==> src/rtl/cmcs_pkg.sv <==
// constants and carrier types for the can mode control and status block
package cmcs_pkg;

  ////////////////////////////////////////////////////////////////////////////
  // timing
  localparam int CLK_PERIOD_NS = 100;
  localparam int BIT_TIME_NS   = 1000;
  localparam int BIT_CYC       = BIT_TIME_NS / CLK_PERIOD_NS;
  localparam int WAKE_FILT_NS  = 300;
  localparam int WAKE_FILT_CYC = (WAKE_FILT_NS + CLK_PERIOD_NS - 1) / CLK_PERIOD_NS;
  localparam logic [3:0] BIT_LAST  = 4'(BIT_CYC - 1);
  localparam logic [3:0] WAKE_LAST = 4'(WAKE_FILT_CYC - 1);
  localparam logic [3:0] IDLE_BITS = 4'hb;

  ////////////////////////////////////////////////////////////////////////////
  // register indexes
  localparam logic [2:0] ADDR_CTRL1 = 3'h0;
  localparam logic [2:0] ADDR_CTRL2 = 3'h1;
  localparam logic [2:0] ADDR_VEC   = 3'h2;
  localparam logic [2:0] ADDR_FCTRL = 3'h3;
  localparam logic [2:0] ADDR_FIFO  = 3'h4;
  localparam logic [2:0] ADDR_TIM2  = 3'h5;
  localparam logic [2:0] ADDR_TXST  = 3'h6;

  ////////////////////////////////////////////////////////////////////////////
  // mode codes
  localparam logic [2:0] MODE_NORM = 3'h0;
  localparam logic [2:0] MODE_DIS  = 3'h1;
  localparam logic [2:0] MODE_LOOP = 3'h2;
  localparam logic [2:0] MODE_LSTN = 3'h3;
  localparam logic [2:0] MODE_CFG  = 3'h4;
  localparam logic [2:0] MODE_RSV5 = 3'h5;
  localparam logic [2:0] MODE_RSV6 = 3'h6;
  localparam logic [2:0] MODE_LALL = 3'h7;

  ////////////////////////////////////////////////////////////////////////////
  // field positions
  localparam int C1_IDLE_STOP = 13;
  localparam int C1_ABORT     = 12;
  localparam int C1_REQ_LSB   = 8;
  localparam int C1_CAP       = 3;
  localparam int C1_WIN       = 0;
  localparam int FC_BC_LSB    = 13;
  localparam int TIM2_WAKFILT = 14;
  localparam int TX_REQ       = 0;
  localparam int TX_ABT       = 1;
  localparam int TX_WAKE      = 2;

  ////////////////////////////////////////////////////////////////////////////
  // reset values and codes
  localparam logic [2:0]  REQ_RST   = MODE_CFG;
  localparam logic [15:0] TIM2_RST  = 16'h0000;
  localparam logic [15:0] TIM2_MASK = 16'h47ff;
  localparam logic        RX_RST    = 1'b1;
  localparam logic [4:0]  DNFL_MAX  = 5'h11;
  localparam logic [6:0]  IC_NONE   = 7'h40;
  localparam logic [6:0]  IC_ERR    = 7'h41;
  localparam logic [6:0]  IC_WAKE   = 7'h42;
  localparam logic [6:0]  IC_OVF    = 7'h43;
  localparam logic [6:0]  IC_FIFO   = 7'h44;
  localparam logic [5:0]  BUF_CNT_TAB [0:7] = '{6'h04, 6'h06, 6'h08, 6'h0c,
                                                6'h10, 6'h18, 6'h20, 6'h00};

  ////////////////////////////////////////////////////////////////////////////
  // carriers
  typedef struct packed {
    logic        tx_busy;
    logic        tx_done;
    logic        rx_done;
    logic        err_irq;
    logic        ovf_irq;
    logic        fifo_irq;
    logic [15:0] buf_irq;
    logic [3:0]  filt_hit;
    logic [4:0]  fifo_wr;
    logic [4:0]  fifo_rd;
  } cmcs_eng_stat_t;

  typedef struct packed {
    logic       rx;
    logic       rx_en;
    logic       tx_en;
    logic       tx_start;
    logic       passive;
    logic       accept_all;
    logic       err_clr;
    logic       abort_all;
    logic       halted;
    logic       capture;
    logic       window_select_bit;
    logic [4:0] dn_len;
    logic [5:0] buf_count;
    logic [4:0] fifo_start;
  } cmcs_eng_ctl_t;

endpackage : cmcs_pkg

==> src/rtl/cmcs_rx_idle.sv <==
// receive pin synchroniser, bit tick and bus idle detector
`timescale 1ns/1ps
`default_nettype none
module cmcs_rx_idle (
  // clock and reset
  input  wire logic sys_clk,
  input  wire logic resetn,
  // bus side
  input  wire logic rx_pin,
  input  wire logic restart,
  // status
  output logic      rx_level,
  output logic      bus_idle
);

  logic       s1_ff;
  logic       s2_ff;
  logic       s3_ff;
  logic       lvl_ff;
  logic [3:0] div_ff;
  logic [3:0] idle_ff;
  wire        tick  = (div_ff == cmcs_pkg::BIT_LAST);
  wire        agree = (s2_ff == s3_ff);
  wire        full  = (idle_ff == cmcs_pkg::IDLE_BITS);

  ////////////////////////////////////////////////////////////////////////////
  // three stage sync, level moves when stages two and three agree
  always_ff @(posedge sys_clk or negedge resetn) begin
    if (!resetn) begin
      s1_ff  <= cmcs_pkg::RX_RST;
      s2_ff  <= cmcs_pkg::RX_RST;
      s3_ff  <= cmcs_pkg::RX_RST;
      lvl_ff <= cmcs_pkg::RX_RST;
    end else begin
      s1_ff  <= rx_pin;
      s2_ff  <= s1_ff;
      s3_ff  <= s2_ff;
      lvl_ff <= agree ? s3_ff : lvl_ff;
    end
  end

  ////////////////////////////////////////////////////////////////////////////
  // bit rate divider and recessive bit count
  always_ff @(posedge sys_clk or negedge resetn) begin
    if (!resetn) begin
      div_ff  <= 4'h0;
      idle_ff <= 4'h0;
    end else begin
      div_ff <= tick ? 4'h0 : div_ff + 4'h1;
      if (restart || !lvl_ff) begin
        idle_ff <= 4'h0;
      end else if (tick && !full) begin
        idle_ff <= idle_ff + 4'h1;
      end
    end
  end

  assign rx_level = lvl_ff;
  assign bus_idle = full;

endmodule : cmcs_rx_idle
`default_nettype wire

==> src/rtl/cmcs_mode_ctrl.sv <==
// can mode controller with control and status registers
//
// Behaviour
// (RULE1) mode and reported mode change only after 11 recessive bits of idle bus
// (RULE2) configuration mode: no transmit or receive, error counters cleared, flags kept
// (RULE3) locked registers writable only in configuration mode
// (RULE4) configuration entry waits until the running transmission ends
// (RULE5) disable mode: no traffic, flags and counters kept, wake flag may set
// (RULE6) disable request waits for idle bus, reports 001, pins go to port use
// (RULE7) wake filter bit low-pass filters the receive input during sleep
// (RULE8) transmit waits 11 bits after mode entry; disable in that wait aborts it
// (RULE9) normal mode owns both pins and moves frames through them
// (RULE10) listen-only: transmit pin to port use, no acknowledge, counters idle; code keeps pins_to_can high and only drops bus_transmit_oe
// (RULE11) listen-all mode ignores errors and accepts every message
// (RULE12) loopback routes internal transmit to internal receive, pins to port use
// (RULE13) request and report fields share one 3-bit mode encoding
// (RULE14) abort-all aborts every buffer and clears itself when all are aborted
// (RULE15) idle-stop bit halts the block while the system idles
// (RULE16) capture enable makes a timestamp event per received message
// (RULE17) window select picks filter window at 1, buffer window at 0
// (RULE18) data-byte filter length 0 to 17 compares bits, above is invalid
// (RULE19) matched filter number 0 to 15 reported read-only
// (RULE20) interrupt code gives none, error, wake, overflow, fifo or buffer number
// (RULE21) buffer count field maps 000 to 110 onto 4 to 32 buffers
// (RULE22) fifo start buffer field plus read-only write and next-read pointers
// (RULE23) locked writes outside configuration mode leave contents unchanged
//
// The implementer's own choices: the register offsets and the strobed register port.
`timescale 1ns/1ps
`default_nettype none
module cmcs_mode_ctrl (
  // clock and reset
  input  wire logic                    sys_clk,
  input  wire logic                    resetn,
  // register port
  input  wire logic [2:0]              reg_addr,
  input  wire logic [15:0]             reg_wdata,
  input  wire logic                    reg_wr,
  input  wire logic                    reg_rd,
  output logic [15:0]                  reg_rdata,
  // system state
  input  wire logic                    sys_idle,
  input  wire logic                    sys_sleep,
  // bus pins
  input  wire logic                    bus_receive_pin,
  output logic                         bus_transmit_pin,
  output logic                         bus_transmit_oe,
  output logic                         pins_to_can,
  // protocol engine
  input  wire logic                    eng_tx,
  input  wire cmcs_pkg::cmcs_eng_stat_t eng_stat,
  output cmcs_pkg::cmcs_eng_ctl_t      eng_ctl
);

  ////////////////////////////////////////////////////////////////////////////
  // state
  logic [2:0]              req_ff;
  logic [2:0]              mode_ff;
  logic                    idle_stop_ff;
  logic                    abort_ff;
  logic                    cap_ff;
  logic                    win_ff;
  logic [4:0]              dn_ff;
  logic [2:0]              bc_ff;
  logic [4:0]              fsa_ff;
  logic [15:0]             tim2_ff;
  logic                    transmit_request_flag_ff;
  logic                    abt_ff;
  logic                    wake_ff;
  logic                    tx_wait_ff;
  logic                    rx_prev_ff;
  logic [3:0]              wk_cnt_ff;
  logic [15:0]             rdata_ff;
  logic                    txp_ff;
  logic                    txoe_ff;
  logic                    pins_ff;
  cmcs_pkg::cmcs_eng_ctl_t ctl_ff;
  logic                    rx_level;
  logic                    bus_idle;

  ////////////////////////////////////////////////////////////////////////////
  // idle detector
  wire accept;

  cmcs_rx_idle u_rx_idle (
    .sys_clk  (sys_clk),
    .resetn   (resetn),
    .rx_pin   (bus_receive_pin),
    .restart  (accept),
    .rx_level (rx_level),
    .bus_idle (bus_idle)
  );

  ////////////////////////////////////////////////////////////////////////////
  // decode
  wire cfg      = (mode_ff == cmcs_pkg::MODE_CFG);
  wire wr_ctrl1 = reg_wr && (reg_addr == cmcs_pkg::ADDR_CTRL1);
  wire wr_ctrl2 = reg_wr && (reg_addr == cmcs_pkg::ADDR_CTRL2) && cfg; // RULE3
  wire wr_fctrl = reg_wr && (reg_addr == cmcs_pkg::ADDR_FCTRL) && cfg; // RULE3
  wire wr_tim2  = reg_wr && (reg_addr == cmcs_pkg::ADDR_TIM2) && cfg; // RULE3
  wire wr_txst  = reg_wr && (reg_addr == cmcs_pkg::ADDR_TXST);
  wire halted   = idle_stop_ff && sys_idle; // RULE15
  wire tx_busy  = eng_stat.tx_busy;

  ////////////////////////////////////////////////////////////////////////////
  // mode change
  wire req_rsv  = (req_ff == cmcs_pkg::MODE_RSV5) || (req_ff == cmcs_pkg::MODE_RSV6); // RULE13
  wire cfg_hold = (req_ff == cmcs_pkg::MODE_CFG) && tx_busy; // RULE4
  assign accept = (req_ff != mode_ff) && !req_rsv && bus_idle && !cfg_hold && !halted; // RULE1
  wire [2:0] nxt_mode = accept ? req_ff : mode_ff; // RULE6
  wire to_tx    = (req_ff == cmcs_pkg::MODE_NORM) || (req_ff == cmcs_pkg::MODE_LOOP);
  wire to_dis   = accept && (req_ff == cmcs_pkg::MODE_DIS);

  ////////////////////////////////////////////////////////////////////////////
  // per-mode enables
  wire m_norm   = (mode_ff == cmcs_pkg::MODE_NORM);
  wire m_loop   = (mode_ff == cmcs_pkg::MODE_LOOP);
  wire m_lstn   = (mode_ff == cmcs_pkg::MODE_LSTN);
  wire m_lall   = (mode_ff == cmcs_pkg::MODE_LALL);
  wire m_dis    = (mode_ff == cmcs_pkg::MODE_DIS);
  wire rx_en    = (m_norm || m_loop || m_lstn || m_lall) && !halted; // RULE2 RULE5
  wire tx_en    = (m_norm || m_loop) && !halted; // RULE10 RULE2
  wire tx_start = tx_en && transmit_request_flag_ff && !tx_wait_ff && !abort_ff; // RULE8

  ////////////////////////////////////////////////////////////////////////////
  // transmit request, abort and abort-all
  wire nxt_tx_wait = (accept && to_tx) || (tx_wait_ff && !bus_idle && !to_dis); // RULE8
  wire dis_abort   = to_dis && tx_wait_ff && transmit_request_flag_ff; // RULE8
  wire all_abort   = abort_ff && !tx_busy && transmit_request_flag_ff; // RULE14
  wire set_req     = wr_txst && reg_wdata[cmcs_pkg::TX_REQ];
  wire clr_req     = eng_stat.tx_done || dis_abort || all_abort;
  wire nxt_transmit_request_flag   = set_req || (transmit_request_flag_ff && !clr_req);
  wire clr_abt     = wr_txst && reg_wdata[cmcs_pkg::TX_ABT];
  wire nxt_abt     = dis_abort || all_abort || (abt_ff && !clr_abt);
  wire abort_done  = !transmit_request_flag_ff && !tx_busy; // RULE14
  wire set_abort   = wr_ctrl1 && reg_wdata[cmcs_pkg::C1_ABORT];
  wire nxt_abort   = set_abort || (abort_ff && !abort_done); // RULE14

  ////////////////////////////////////////////////////////////////////////////
  // wake detection
  wire dom       = !rx_level;
  wire rx_fall   = rx_prev_ff && dom;
  wire filt_on   = tim2_ff[cmcs_pkg::TIM2_WAKFILT] && sys_sleep; // RULE7
  wire filt_hit  = dom && (wk_cnt_ff == cmcs_pkg::WAKE_LAST);
  wire wake_hit  = m_dis && (filt_on ? filt_hit : rx_fall); // RULE5 RULE7
  wire [3:0] nxt_wk_cnt = !dom ? 4'h0 :
                          (wk_cnt_ff == cmcs_pkg::WAKE_LAST) ? wk_cnt_ff :
                          wk_cnt_ff + 4'h1;
  wire clr_wake  = wr_txst && reg_wdata[cmcs_pkg::TX_WAKE];
  wire nxt_wake  = wake_hit || (wake_ff && !clr_wake);

  ////////////////////////////////////////////////////////////////////////////
  // interrupt code
  function automatic logic [6:0] buf_code(input logic [15:0] f);
    logic [6:0] r;
    r = cmcs_pkg::IC_NONE;
    for (int i = 15; i >= 0; i--) begin
      if (f[i]) begin
        r = 7'(i);
      end
    end
    return r;
  endfunction : buf_code

  wire [6:0] icode = eng_stat.err_irq  ? cmcs_pkg::IC_ERR  :
                     wake_ff           ? cmcs_pkg::IC_WAKE :
                     eng_stat.ovf_irq  ? cmcs_pkg::IC_OVF  :
                     eng_stat.fifo_irq ? cmcs_pkg::IC_FIFO :
                     buf_code(eng_stat.buf_irq); // RULE20

  ////////////////////////////////////////////////////////////////////////////
  // read data
  wire [15:0] rd_ctrl1 = {2'h0, idle_stop_ff, abort_ff, 1'b0, req_ff, mode_ff,
                          1'b0, cap_ff, 2'h0, win_ff}; // RULE13
  wire [15:0] rd_ctrl2 = {11'h000, dn_ff};
  wire [15:0] rd_vec   = {3'h0, 1'b0, eng_stat.filt_hit, 1'b0, icode}; // RULE19
  wire [15:0] rd_fctrl = {bc_ff, 8'h00, fsa_ff};
  wire [15:0] rd_fifo  = {3'h0, eng_stat.fifo_wr, 3'h0, eng_stat.fifo_rd}; // RULE22
  wire [15:0] rd_txst  = {13'h0000, wake_ff, abt_ff, transmit_request_flag_ff};
  wire [15:0] rd_mux   = (reg_addr == cmcs_pkg::ADDR_CTRL1) ? rd_ctrl1 :
                         (reg_addr == cmcs_pkg::ADDR_CTRL2) ? rd_ctrl2 :
                         (reg_addr == cmcs_pkg::ADDR_VEC)   ? rd_vec   :
                         (reg_addr == cmcs_pkg::ADDR_FCTRL) ? rd_fctrl :
                         (reg_addr == cmcs_pkg::ADDR_FIFO)  ? rd_fifo  :
                         (reg_addr == cmcs_pkg::ADDR_TIM2)  ? tim2_ff  :
                         (reg_addr == cmcs_pkg::ADDR_TXST)  ? rd_txst  :
                         16'h0000;
  wire [15:0] nxt_rdata = reg_rd ? rd_mux : 16'h0000;

  ////////////////////////////////////////////////////////////////////////////
  // engine controls
  wire dn_ok = (dn_ff <= cmcs_pkg::DNFL_MAX);
  cmcs_pkg::cmcs_eng_ctl_t nxt_ctl;
  always_comb begin
    nxt_ctl            = '0;
    nxt_ctl.rx         = m_loop ? eng_tx : rx_level; // RULE12
    nxt_ctl.rx_en      = rx_en;
    nxt_ctl.tx_en      = tx_en;
    nxt_ctl.tx_start   = tx_start; // RULE8
    nxt_ctl.passive    = m_lstn; // RULE10
    nxt_ctl.accept_all = m_lall; // RULE11
    nxt_ctl.err_clr    = cfg; // RULE2
    nxt_ctl.abort_all  = abort_ff; // RULE14
    nxt_ctl.halted     = halted; // RULE15
    nxt_ctl.capture    = eng_stat.rx_done && cap_ff && rx_en; // RULE16
    nxt_ctl.window_select_bit        = win_ff; // RULE17
    nxt_ctl.dn_len     = dn_ok ? dn_ff : 5'h00; // RULE18
    nxt_ctl.buf_count  = cmcs_pkg::BUF_CNT_TAB[bc_ff]; // RULE21
    nxt_ctl.fifo_start = fsa_ff; // RULE22
  end

  ////////////////////////////////////////////////////////////////////////////
  // pins
  wire nxt_txp  = m_norm ? eng_tx : 1'b1; // RULE9
  wire nxt_txoe = m_norm && !halted; // RULE10 RULE12 RULE6
  wire nxt_pins = m_norm || m_lstn || m_lall; // RULE9 RULE6 RULE12

  ////////////////////////////////////////////////////////////////////////////
  // control registers
  always_ff @(posedge sys_clk or negedge resetn) begin
    if (!resetn) begin
      req_ff       <= cmcs_pkg::REQ_RST;
      mode_ff      <= cmcs_pkg::MODE_CFG;
      idle_stop_ff <= 1'b0;
      cap_ff       <= 1'b0;
      win_ff       <= 1'b0;
      abort_ff     <= 1'b0;
    end else begin
      mode_ff  <= nxt_mode; // RULE1
      abort_ff <= nxt_abort;
      if (wr_ctrl1) begin
        req_ff <= reg_wdata[cmcs_pkg::C1_REQ_LSB +: 3];
        win_ff <= reg_wdata[cmcs_pkg::C1_WIN];
      end
      if (wr_ctrl1 && cfg) begin // RULE3 RULE23
        idle_stop_ff <= reg_wdata[cmcs_pkg::C1_IDLE_STOP];
        cap_ff       <= reg_wdata[cmcs_pkg::C1_CAP];
      end
    end
  end

  ////////////////////////////////////////////////////////////////////////////
  // configuration registers
  always_ff @(posedge sys_clk or negedge resetn) begin
    if (!resetn) begin
      dn_ff   <= 5'h00;
      bc_ff   <= 3'h0;
      fsa_ff  <= 5'h00;
      tim2_ff <= cmcs_pkg::TIM2_RST;
    end else begin
      if (wr_ctrl2) begin // RULE23
        dn_ff <= reg_wdata[4:0];
      end
      if (wr_fctrl) begin // RULE23
        bc_ff  <= reg_wdata[cmcs_pkg::FC_BC_LSB +: 3];
        fsa_ff <= reg_wdata[4:0];
      end
      if (wr_tim2) begin // RULE23
        tim2_ff <= reg_wdata & cmcs_pkg::TIM2_MASK;
      end
    end
  end

  ////////////////////////////////////////////////////////////////////////////
  // flags and wake filter
  always_ff @(posedge sys_clk or negedge resetn) begin
    if (!resetn) begin
      transmit_request_flag_ff   <= 1'b0;
      abt_ff     <= 1'b0;
      wake_ff    <= 1'b0;
      tx_wait_ff <= 1'b0;
      rx_prev_ff <= cmcs_pkg::RX_RST;
      wk_cnt_ff  <= 4'h0;
    end else begin
      transmit_request_flag_ff   <= nxt_transmit_request_flag;
      abt_ff     <= nxt_abt;
      wake_ff    <= nxt_wake;
      tx_wait_ff <= nxt_tx_wait;
      rx_prev_ff <= rx_level;
      wk_cnt_ff  <= nxt_wk_cnt;
    end
  end

  ////////////////////////////////////////////////////////////////////////////
  // outputs
  always_ff @(posedge sys_clk or negedge resetn) begin
    if (!resetn) begin
      rdata_ff <= 16'h0000;
      txp_ff   <= 1'b1;
      txoe_ff  <= 1'b0;
      pins_ff  <= 1'b0;
      ctl_ff   <= '0;
    end else begin
      rdata_ff <= nxt_rdata;
      txp_ff   <= nxt_txp;
      txoe_ff  <= nxt_txoe;
      pins_ff  <= nxt_pins;
      ctl_ff   <= nxt_ctl;
    end
  end

  assign reg_rdata        = rdata_ff;
  assign bus_transmit_pin = txp_ff;
  assign bus_transmit_oe  = txoe_ff;
  assign pins_to_can      = pins_ff;
  assign eng_ctl          = ctl_ff;
endmodule : cmcs_mode_ctrl
`default_nettype wire

==> config.mk <==
export PLATFORM = sky130hd
export DESIGN_NAME = cmcs_mode_ctrl
export DESIGN_NICKNAME = d
export VERILOG_FILES = /design/src/rtl/cmcs_pkg.sv /design/src/rtl/cmcs_rx_idle.sv /design/src/rtl/cmcs_mode_ctrl.sv
export SDC_FILE = /design/constraint.sdc
export NUM_CORES = 1
export LEC_CHECK = 0
export ABC_AREA = 0
export BUFFER_PORTS_ARGS = -buffer_cell sky130_fd_sc_hd__clkbuf_2
export CAP_MARGIN = 20
export CORE_ASPECT_RATIO = 2
export CORE_MARGIN = 1.5
export CORE_UTILIZATION = 46
export CTS_BUF_LIST = sky130_fd_sc_hd__clkbuf_4 sky130_fd_sc_hd__clkbuf_8 sky130_fd_sc_hd__clkbuf_16
export CTS_CLUSTER_SIZE = 20
export DETAILED_ROUTE_END_ITERATION = 7
export PLACE_DENSITY = 0.76
export SYNTH_ARGS = -nofsm -noshare
export SYNTH_HDL_FRONTEND = slang
export SYNTH_HIERARCHICAL = 1
export SYNTH_SLANG_ARGS = --single-unit
==> constraint.sdc <==
create_clock -name sys_clk -period 1.95 [get_ports sys_clk]
set_input_delay 0.2925 -clock sys_clk [delete_from_list [all_inputs] [get_ports sys_clk]]
set_output_delay 0.2925 -clock sys_clk [all_outputs]
set_load 0.05 [all_outputs]
Yosys cells after proc, flatten, opt, wreduce, memory -nomap -nowiden
Memory sizes are Yosys's and may differ from the RTL's. A register that Yosys moved wholly into a read port is not among the register bits.
Cells that the tools add are included.
- bits in latches: 0
- flip-flop bits (word level): 96
- output and inout port bits: 46
- logic and storage cells: 184
- bits in read-only memories: 48
- memories: 1
- bits in writable memories: 0
- input bits: 63
- memories (memory ; words ; bits a word ; rd ports ; clocked after memory_dff ; wr ports ; line ; text):
    (no name shown) ; 8 ; 6 ; 1 ; 1 ; 0 ; cmcs_mode_ctrl.sv:208 ; nxt_ctl.buf_count = cmcs_pkg::BUF_CNT_TAB[bc_ff];
- reduce and logical (&&, ||, !) cells: 80
- bitwise operators: 1
- shifts and indexed selects: 0
- add/sub/neg operators: 3
- equal/unequal tests: 22
- multipliers: 0
- div/mod/pow operators: 0
- multiplexer cells: 37
- magnitude comparators: 1
- operators with widths (cell ; count):
    two-way mux 7 bit ; 20
    two-way mux 16 bit ; 5
    logical AND 1 bit ; 45
    two-way mux 15 bit ; 2
    == test 3 bit, second input constant ; 8
    two-way mux 4 bit ; 5
    logical OR 1 bit ; 16
    == test 3 x 2 -> 1 bit, second input constant ; 5
    zero test 1 bit ; 15
    adder 4 x 1 -> 4 bit, second input constant ; 3
    == test 3 x 1 -> 1 bit, second input constant ; 3
    zero test 3 bit ; 3
    == test 4 bit, second input constant ; 2
    <= comparator 5 bit, second input constant ; 1
    two-way mux 5 bit ; 1
    == test 4 x 2 -> 1 bit, second input constant ; 1
    NOT 3 -> 4 bit ; 1
    two-way mux 1 bit ; 3
    two-way mux 3 bit ; 1
    inequality test 3 bit ; 1
    inequality test 2 x 1 -> 1 bit, second input constant ; 1
    nonzero test 2 bit ; 1
    == test 1 bit ; 1

Depth between registers and ports, before layout
Gate-level depths: netlist of run 1.
- depth after elaboration: 24
- mapped depth: 8
- mapped depth without buffers: 7

Hierarchy
Netlist of run 1, hierarchy kept.
- modules (own cells, without submodules) (module ; cells each ; area each (um^2) ; seq. area each (um^2) ; times used):
    cmcs_mode_ctrl ; 347 ; 3967.6 ; 2232.1 ; 1
    cmcs_rx_idle ; 43 ; 520.5 ; 305.3 ; 1

Worst setup path before layout of run 1
No wires, ideal clock.
- path kind: register -> register
- from: register mode_ff[2]
- to: register tim2_ff[0]
- required time: 1825 ps
- period minus slack after synthesis: 1708 ps
- stages on the path, launching flop included: 7
- buffers on the path: 1
- library setup time: 125 ps
- data arrival time: 1583 ps
- setup slack: 242 ps
- path through: dfstp_2 > inv_2 > nor3_4 > nand3_4 > nor2_4 > buf_6 > mux2_2
- cells in the longest elaborated chain, start to end: 2
- ends and longest elaborated chain (what ; line ; text):
    start, declared ; cmcs_mode_ctrl.sv:58 ; logic [2:0] mode_ff;
    start signal, assigned ; cmcs_mode_ctrl.sv:223 ; mode_ff <= cmcs_pkg::MODE_CFG;
    start signal, assigned ; cmcs_mode_ctrl.sv:229 ; mode_ff <= nxt_mode;
    == test 3 bit ; cmcs_mode_ctrl.sv:96 ; wire cfg = (mode_ff == cmcs_pkg::MODE_CFG);
    via cfg ; cmcs_mode_ctrl.sv:96 ;
    logical AND 1 bit ; cmcs_mode_ctrl.sv:100 ; wire wr_tim2 = reg_wr && (reg_addr == cmcs_pkg::ADDR_TIM2) && cfg;
    end signal, assigned ; cmcs_mode_ctrl.sv:249 ; tim2_ff <= cmcs_pkg::TIM2_RST;
    end signal, assigned ; cmcs_mode_ctrl.sv:259 ; tim2_ff <= reg_wdata & cmcs_pkg::TIM2_MASK;
    end, declared ; cmcs_mode_ctrl.sv:66 ; logic [15:0] tim2_ff;
The timed path passes the listed nets, and every way through them passes these cells.
A chain may end at the register's enable or synchronous reset.

Final worst setup path of run 1
- from: register mode_ff[2]
- to: register tim2_ff[4]
The elaborated chain is that of the path after synthesis.

==> run metrics, run 1 <==
outcome complete, no violations; Core Footprint ~0.0094 mm2; Via-to-Cell Ratio roughly 5.4; die area 0.0104 mm2; boundary pin count between 100 and 150; DPL Wire Length roughly 8000 um; CP max FO 12; post-synthesis sequential area ratio 56.5%; Gate Count Post-Synth 390; clk sinks between 100 and 150; Routed Antenna Nets 0; Reg clk slew, reported paths ~0.070 ns; first-pass GRT wire length between 15000 and 20000 um; Max-slew headroom ~65%; Yosys warnings 6; crit path kind flop to flop; CP max stage delay roughly 0.54 ns; Layout area overhead 22.7%; PostCTS Resize Cnt 0; clk_skew between 0.005 and 0.006 ns; Synth Register Bits slightly above 100; initial antenna violation count 1; Setup TNS Final 0 ns; htree depth 3; worst r2r src mode_ff[2]; DR pass1 iterations 4; max-slew violations 0; fin crit share a little over nine tenths; CP Capture Type flop; CP bufs+invs 1; PD cells ~1000 mW/mm2; drt drc 0; DRT iter0 DRCs 187; RSZ-0062 raised after global routing no; Mapped Avg Cell Area approximately 12 um2; worst endpoint data arrival time between 2 and 2.5 ns; gpl congestion between 0.8 and 0.9; CP Launch Type flop; routed vias roughly 3400; Critical Path RT 2.18 ns; clock latency on the worst-skew pair approximately 0.34 ns; Cell variety after synth 59; Placed Cells about 620; die width 72.8 um; ys async rst share between 90% and 100%; final wirelength around 10000 um; Peak supply drop roughly 0.58 mV; Worst Hold Class primary input to flop; syn nets between 400 and 500; Final setup viols 0; Root Driver clkbuf_16; launch point of the worst path mode_ff[2]; cell area after synthesis around 0.0045 mm2; most frequent cells in the layout 105 x clkbuf_2, 93 x dfrtp_1, 35 x nand2_1, 33 x mux2_2, 23 x nor2_1; Tot Pwr ~5.4 mW; most common cell after layout, fill and taps aside clkbuf_2; Routed WL per cell approximately 16 um; Die H between 100 and 150 um; Worst-Margin Slew just over 0.5 ns; largest net degree at the start of global routing roughly 100; CTS tree built; vias in the first global route roughly 3600; grt ovf 0; CP Cell Sequence inv_2 > nor3_4 > nand3_4 > nor2_4 > mux2_2; hold wc startpoint bus_receive_pin; final hold vios 0; Top Family by Delay on Critical Path simple AND/OR/NAND/NOR gates; slowest stage cell on the critical path dfstp_2; Post-synth top flop dfrtp_1; GRT Overall Usage between 20% and 30%; Static Leak 2.65 nW; Core Util, Final approximately three fifths; layout cells sized above 1 between 30% and 40%; fmax ~540 MHz; Max Cap Violations 0; Longest Clk Path Bufs 2; final net count around 570; clock buffer count from CTS 9; Final Critical Period 1.86 ns; Final Non-Filler Cells 641; Starting Density a little under half; I/O Buffers 106; hold_ws around 0.035 ns; Post-synth EDFFs 0; row cnt 50
cells by family after synthesis:
group | after synthesis | share of synthesized area, %
muxes | 49 | 11.8
buffers and inverters | 35 | 3.46
other | 1 | 0.0836
and+or+nand+nor | 124 | 15.7
AOI/OAI and AO/OA | 70 | 10.2
adders and majority gates | 4 | 1.06
DFF | 101 | 56.5
xor gates and xnor gates | 6 | 1.17
final timing paths:
path / slack, ns / to / depth (start not counted)
worst max-delay path: 0.09 / tim2_ff[4] / 5
worst min-delay path: 0.03 / u_rx_idle/s1_ff / 1
worst max register to register: 0.09 / tim2_ff[4] / 5
worst min register to register: 0.36 / u_rx_idle/s2_ff / 0
max in group asynchronous: 0.98 / u_rx_idle/rx_level / 3
min in group asynchronous: 0.56 / reg_rdata[12] / 3
synth_stat cells, types with 2 or more instances:
library cell / instances / area share, %
nand2_1: 35 / 2.9
clkbuf_1: 4 / 0.33
xnor2_1: 3 / 0.59
or3_1: 5 / 0.70
nor2b_1: 9 / 1.3
o32ai_1: 3 / 0.59
inv_1: 18 / 1.5
o21ai_0: 17 / 1.9
nor3_1: 7 / 0.78
o311ai_0: 2 / 0.39
o221ai_1: 2 / 0.39
a21oi_1: 22 / 2.5
mux2_2: 33 / 8.3
nor2_4: 2 / 0.50
o21a_1: 2 / 0.33
nor3b_1: 5 / 0.84
xor2_1: 3 / 0.59
a22oi_1: 4 / 0.67
o41ai_1: 2 / 0.39
dfrtp_1: 93 / 52
and3_1: 3 / 0.42
nor2_1: 23 / 1.9
or4_1: 3 / 0.50
buf_2: 10 / 1.1
nor3_4: 2 / 0.72
nand2b_1: 5 / 0.70
a31oi_1: 2 / 0.28
and2_1: 4 / 0.56
ha_1: 3 / 0.84
nor4_1: 6 / 0.84
dfstp_2: 8 / 4.7
nand3_1: 8 / 0.89
mux2i_1: 16 / 3.6
repair_timing:
action,4_1_cts,5_1_grt
setup buffers,0,1
endpoints found under the hold margin,0,1
setup endpoints to repair,0,1
hold buffers,0,1
report_power, final:
part	total [mW]	internal, mW	switching (mW)	leakage [nW]
logic	1.13	0.400	0.725	1.25
registers	2.57	2.38	0.193	1.27
clock network	1.67	0.914	0.755	0.131
total	5.36	3.69	1.67	2.65
stage by stage:
step / setup slack (ns) / cell area (um2)
detailed placement: 0.0943 / 5200
global placement: 0.139 / 5200
finish: 0.0903 / 5510
floorplan: 0.242 / 4490
global route: 0.00957 / 5510
CTS: 0.0705 / 5490
state kept, by name, indices dropped and copies added (netlist names), 3 cells and up:
register	flops
fsa_ff	5
req_ff	3
reg_rdata	16
tim2_ff	12
mode_ff	3
bc_ff	3
wk_cnt_ff	4
u_rx_idle/idle_ff	4
eng_ctl	26
u_rx_idle/div_ff	4
dn_ff	5
final cells by class:
class                      count  area, um2
antenna                        1       2.50
clock buffer                  11        246
clock inverter                 5       36.3
fill                         796       3940
inverter                      19       71.3
multi-input combinational    254       1800
sequential                   101       2540
tap                          130        163
timing repair buffer         120        653
routing by layer:
metal  vias up  routed length, um  share of wire, %  global-route usage (%)
li1       1611                  -                 -                       -
met1      1684               3650                35                    21.7
met2       111               5840                56                    39.4
met3        31                406               3.9                    4.23
met4         0                477               4.6                    12.8
met5         -                  0                 0                       0
No activity file was read; power rests on OpenSTA's default activity.
==> inputs of run 2 (changes only) <==
--- a/config.mk
+++ b/config.mk
@@ -9,7 +9,7 @@
 export BUFFER_PORTS_ARGS = -buffer_cell sky130_fd_sc_hd__clkbuf_2
 export CAP_MARGIN = 20
 export CORE_ASPECT_RATIO = 2
-export CORE_MARGIN = 1.5
+export CORE_MARGIN = 5
 export CORE_UTILIZATION = 46
 export CTS_BUF_LIST = sky130_fd_sc_hd__clkbuf_4 sky130_fd_sc_hd__clkbuf_8 sky130_fd_sc_hd__clkbuf_16
 export CTS_CLUSTER_SIZE = 20
==> run 2 against run 1 <==
The flow now finishes with violations (negative hold slack). Total power increased by 0.91%. Combinational power hardly changed. Cell count is 0.16% lower. Clock-buffer cell count rose by 1. Final area hardly changed. Non-clock buffer count down 2. Largest power group unchanged.
==> run metrics, run 2 (synthesis results as in run 1) <==
most common cell after layout, fill and taps aside clkbuf_2; max-slew violations 0; Filler cells 810; largest net degree at the start of global routing roughly 100; worst r2r src mode_ff[2]; multi-input logic area 0.00180 mm2; post-CTS setup buffers 0; Psw between 1.5 and 2 mW; fin crit share between 90% and 100%; Worst-Margin Slew 0.541 ns; FF/Latch Area around 0.0025 mm2; Die H 150 um; met3 Track Usage GR about 3.6%; CP Launch Type flop; CP Capture Type flop; clk_skew 0.00737 ns; Final Critical Period between 1.5 and 2 ns; met2 Usage GRT a little over a third; Max Cap Violations 0; crit path kind flop to flop; row cnt a little over 50; combinational share of power 20.9%; Worst Hold Class primary input to asynchronous set/reset pin; max reg flops 26; Root Driver clkbuf_16; Longest Clk Path Bufs 2; # diodes 0; drt drc 0; Final setup viols 0; final net count approximately 570; PostCTS Resize Cnt 0; R2R cell count 5; reg-to-reg slack, setup around 0.12 ns; clk sinks about 100; boundary pin count 109; Setup TNS Final 0 ns; htree depth 3; Layout area overhead 22.6%; Seq pwr share ~47%; fmax 545 MHz; Critical Path RT approximately 2.2 ns; outcome finished with violations; die area approximately 0.012 mm2; CP max FO 12; Via-to-Cell Ratio about 5.3; gpl congestion between 0.8 and 0.9; first-pass GRT wire length approximately 17000 um; Sw Share between 30% and 40%; layout cells sized above 1 between 30 and 40%; initial antenna violation count 0; Core Footprint 0.00964 mm2; clock buffer count from CTS 9; grt ovf 0; Routed WL per cell 17.0 um; most frequent cells in the layout 105 x clkbuf_2, 93 x dfrtp_1, 35 x nand2_1, 33 x mux2_2, 23 x nor2_1; failing checks negative hold slack; PD cells 984 mW/mm2; CTS tree built; hold_ws -0.00541 ns; DRT iter0 DRCs ~270; worst reg2reg endpoint tim2_ff[2]; final wirelength ~11000 um; I/O Buffers between 100 and 150; Peak supply drop 0.524 mV; DPL Wire Length between 8000 and 9000 um; DR pass1 iterations 4; setup ws final approximately 0.12 ns; clock latency on the worst-skew pair ~0.34 ns; Pint 3.75 mW; Starting Density between 40 and 50%; Routed Antenna Nets 0; Max-slew headroom a little under two thirds; vias in the first global route around 3600; GRT busiest layer met2; final hold vios 12; post-placement setup slack 0.115 ns; die width about 80 um; worst endpoint data arrival time just over 2 ns; met1 usage about a fifth; GRT Overall Usage between 10% and 20%; Clock Power Share 31.6%; RSZ-0062 raised after global routing no; Reg clk slew, reported paths ~0.060 ns; Static Leak about 2.6 nW; routed vias between 3000 and 4000; Post-CTS Hold Buffers 0
[run 2: changes by cell type in the layout (fill, tap and decap cells not counted), sizes merged]
cell	change
diode	-1
clkinvlp	-1
dlygate4sd3	-1
clkinv	-1
buf	-1
inv	+1
clkbuf	+1
[run 2: per-stage QoR]
step / total power [mW] / cells / util [%] / hold slack [ns] / cell area (um2)
after floorplan: 3.35 / 390 / - / -0.00309 / 4490
after global placement: 3.70 / 623 / 53.9 / 0.347 / 5200
after detailed placement: 3.74 / 623 / 53.9 / 0.349 / 5200
after CTS: 5.47 / 639 / 57.0 / 0.0224 / 5490
after global routing: 5.67 / 640 / 57.1 / 0.0378 / 5500
final: 5.41 / 640 / 57.1 / -0.00541 / 5500
[run 2: power by group through the flow]
stage / clock, mW / sequential, mW / combinational (mW)
floorplan: 0 / 2.89 / 0.460
global route: 1.84 / 2.60 / 1.22
CTS: 1.76 / 2.57 / 1.14
global placement: 0 / 2.59 / 1.11
finish: 1.71 / 2.57 / 1.13
detailed placement: 0 / 2.61 / 1.14
[run 2: routing by layer]
layer	routed length, um	vias up
met5	0	-
li1	-	1601
met3	450	25
met4	331	0
met2	6220	95
met1	3860	1667
[run 2: area by class of cell]
class,instances,area share (%)
Clock buffer,12,4.85
Clock inverter,4,0.523
Inverter,19,1.30
Multi-Input combinational cell,254,32.6
Sequential cell,101,46.1
Tap cell,132,3.00
Timing Repair Buffer,118,11.6
[run 2: worst max path at each step]
stage	from	to	slack [ns]
CTS	mode_ff[2]	u_rx_idle/idle_ff[1]	0.09
finish	mode_ff[2]	tim2_ff[2]	0.12
global placement	mode_ff[2]	tim2_ff[5]	0.15
global route	mode_ff[2]	u_rx_idle/idle_ff[1]	0.02
floorplan	mode_ff[2]	tim2_ff[0]	0.24
detailed placement	mode_ff[2]	u_rx_idle/idle_ff[1]	0.12
[run 2: critical path: stages (launching register included)]
cell and delay [ns]:
dfstp_2 0.54, inv_2 0.06, nor3_4 0.24, nand3_4 0.14, nor2_4 0.35, mux2_2 0.38
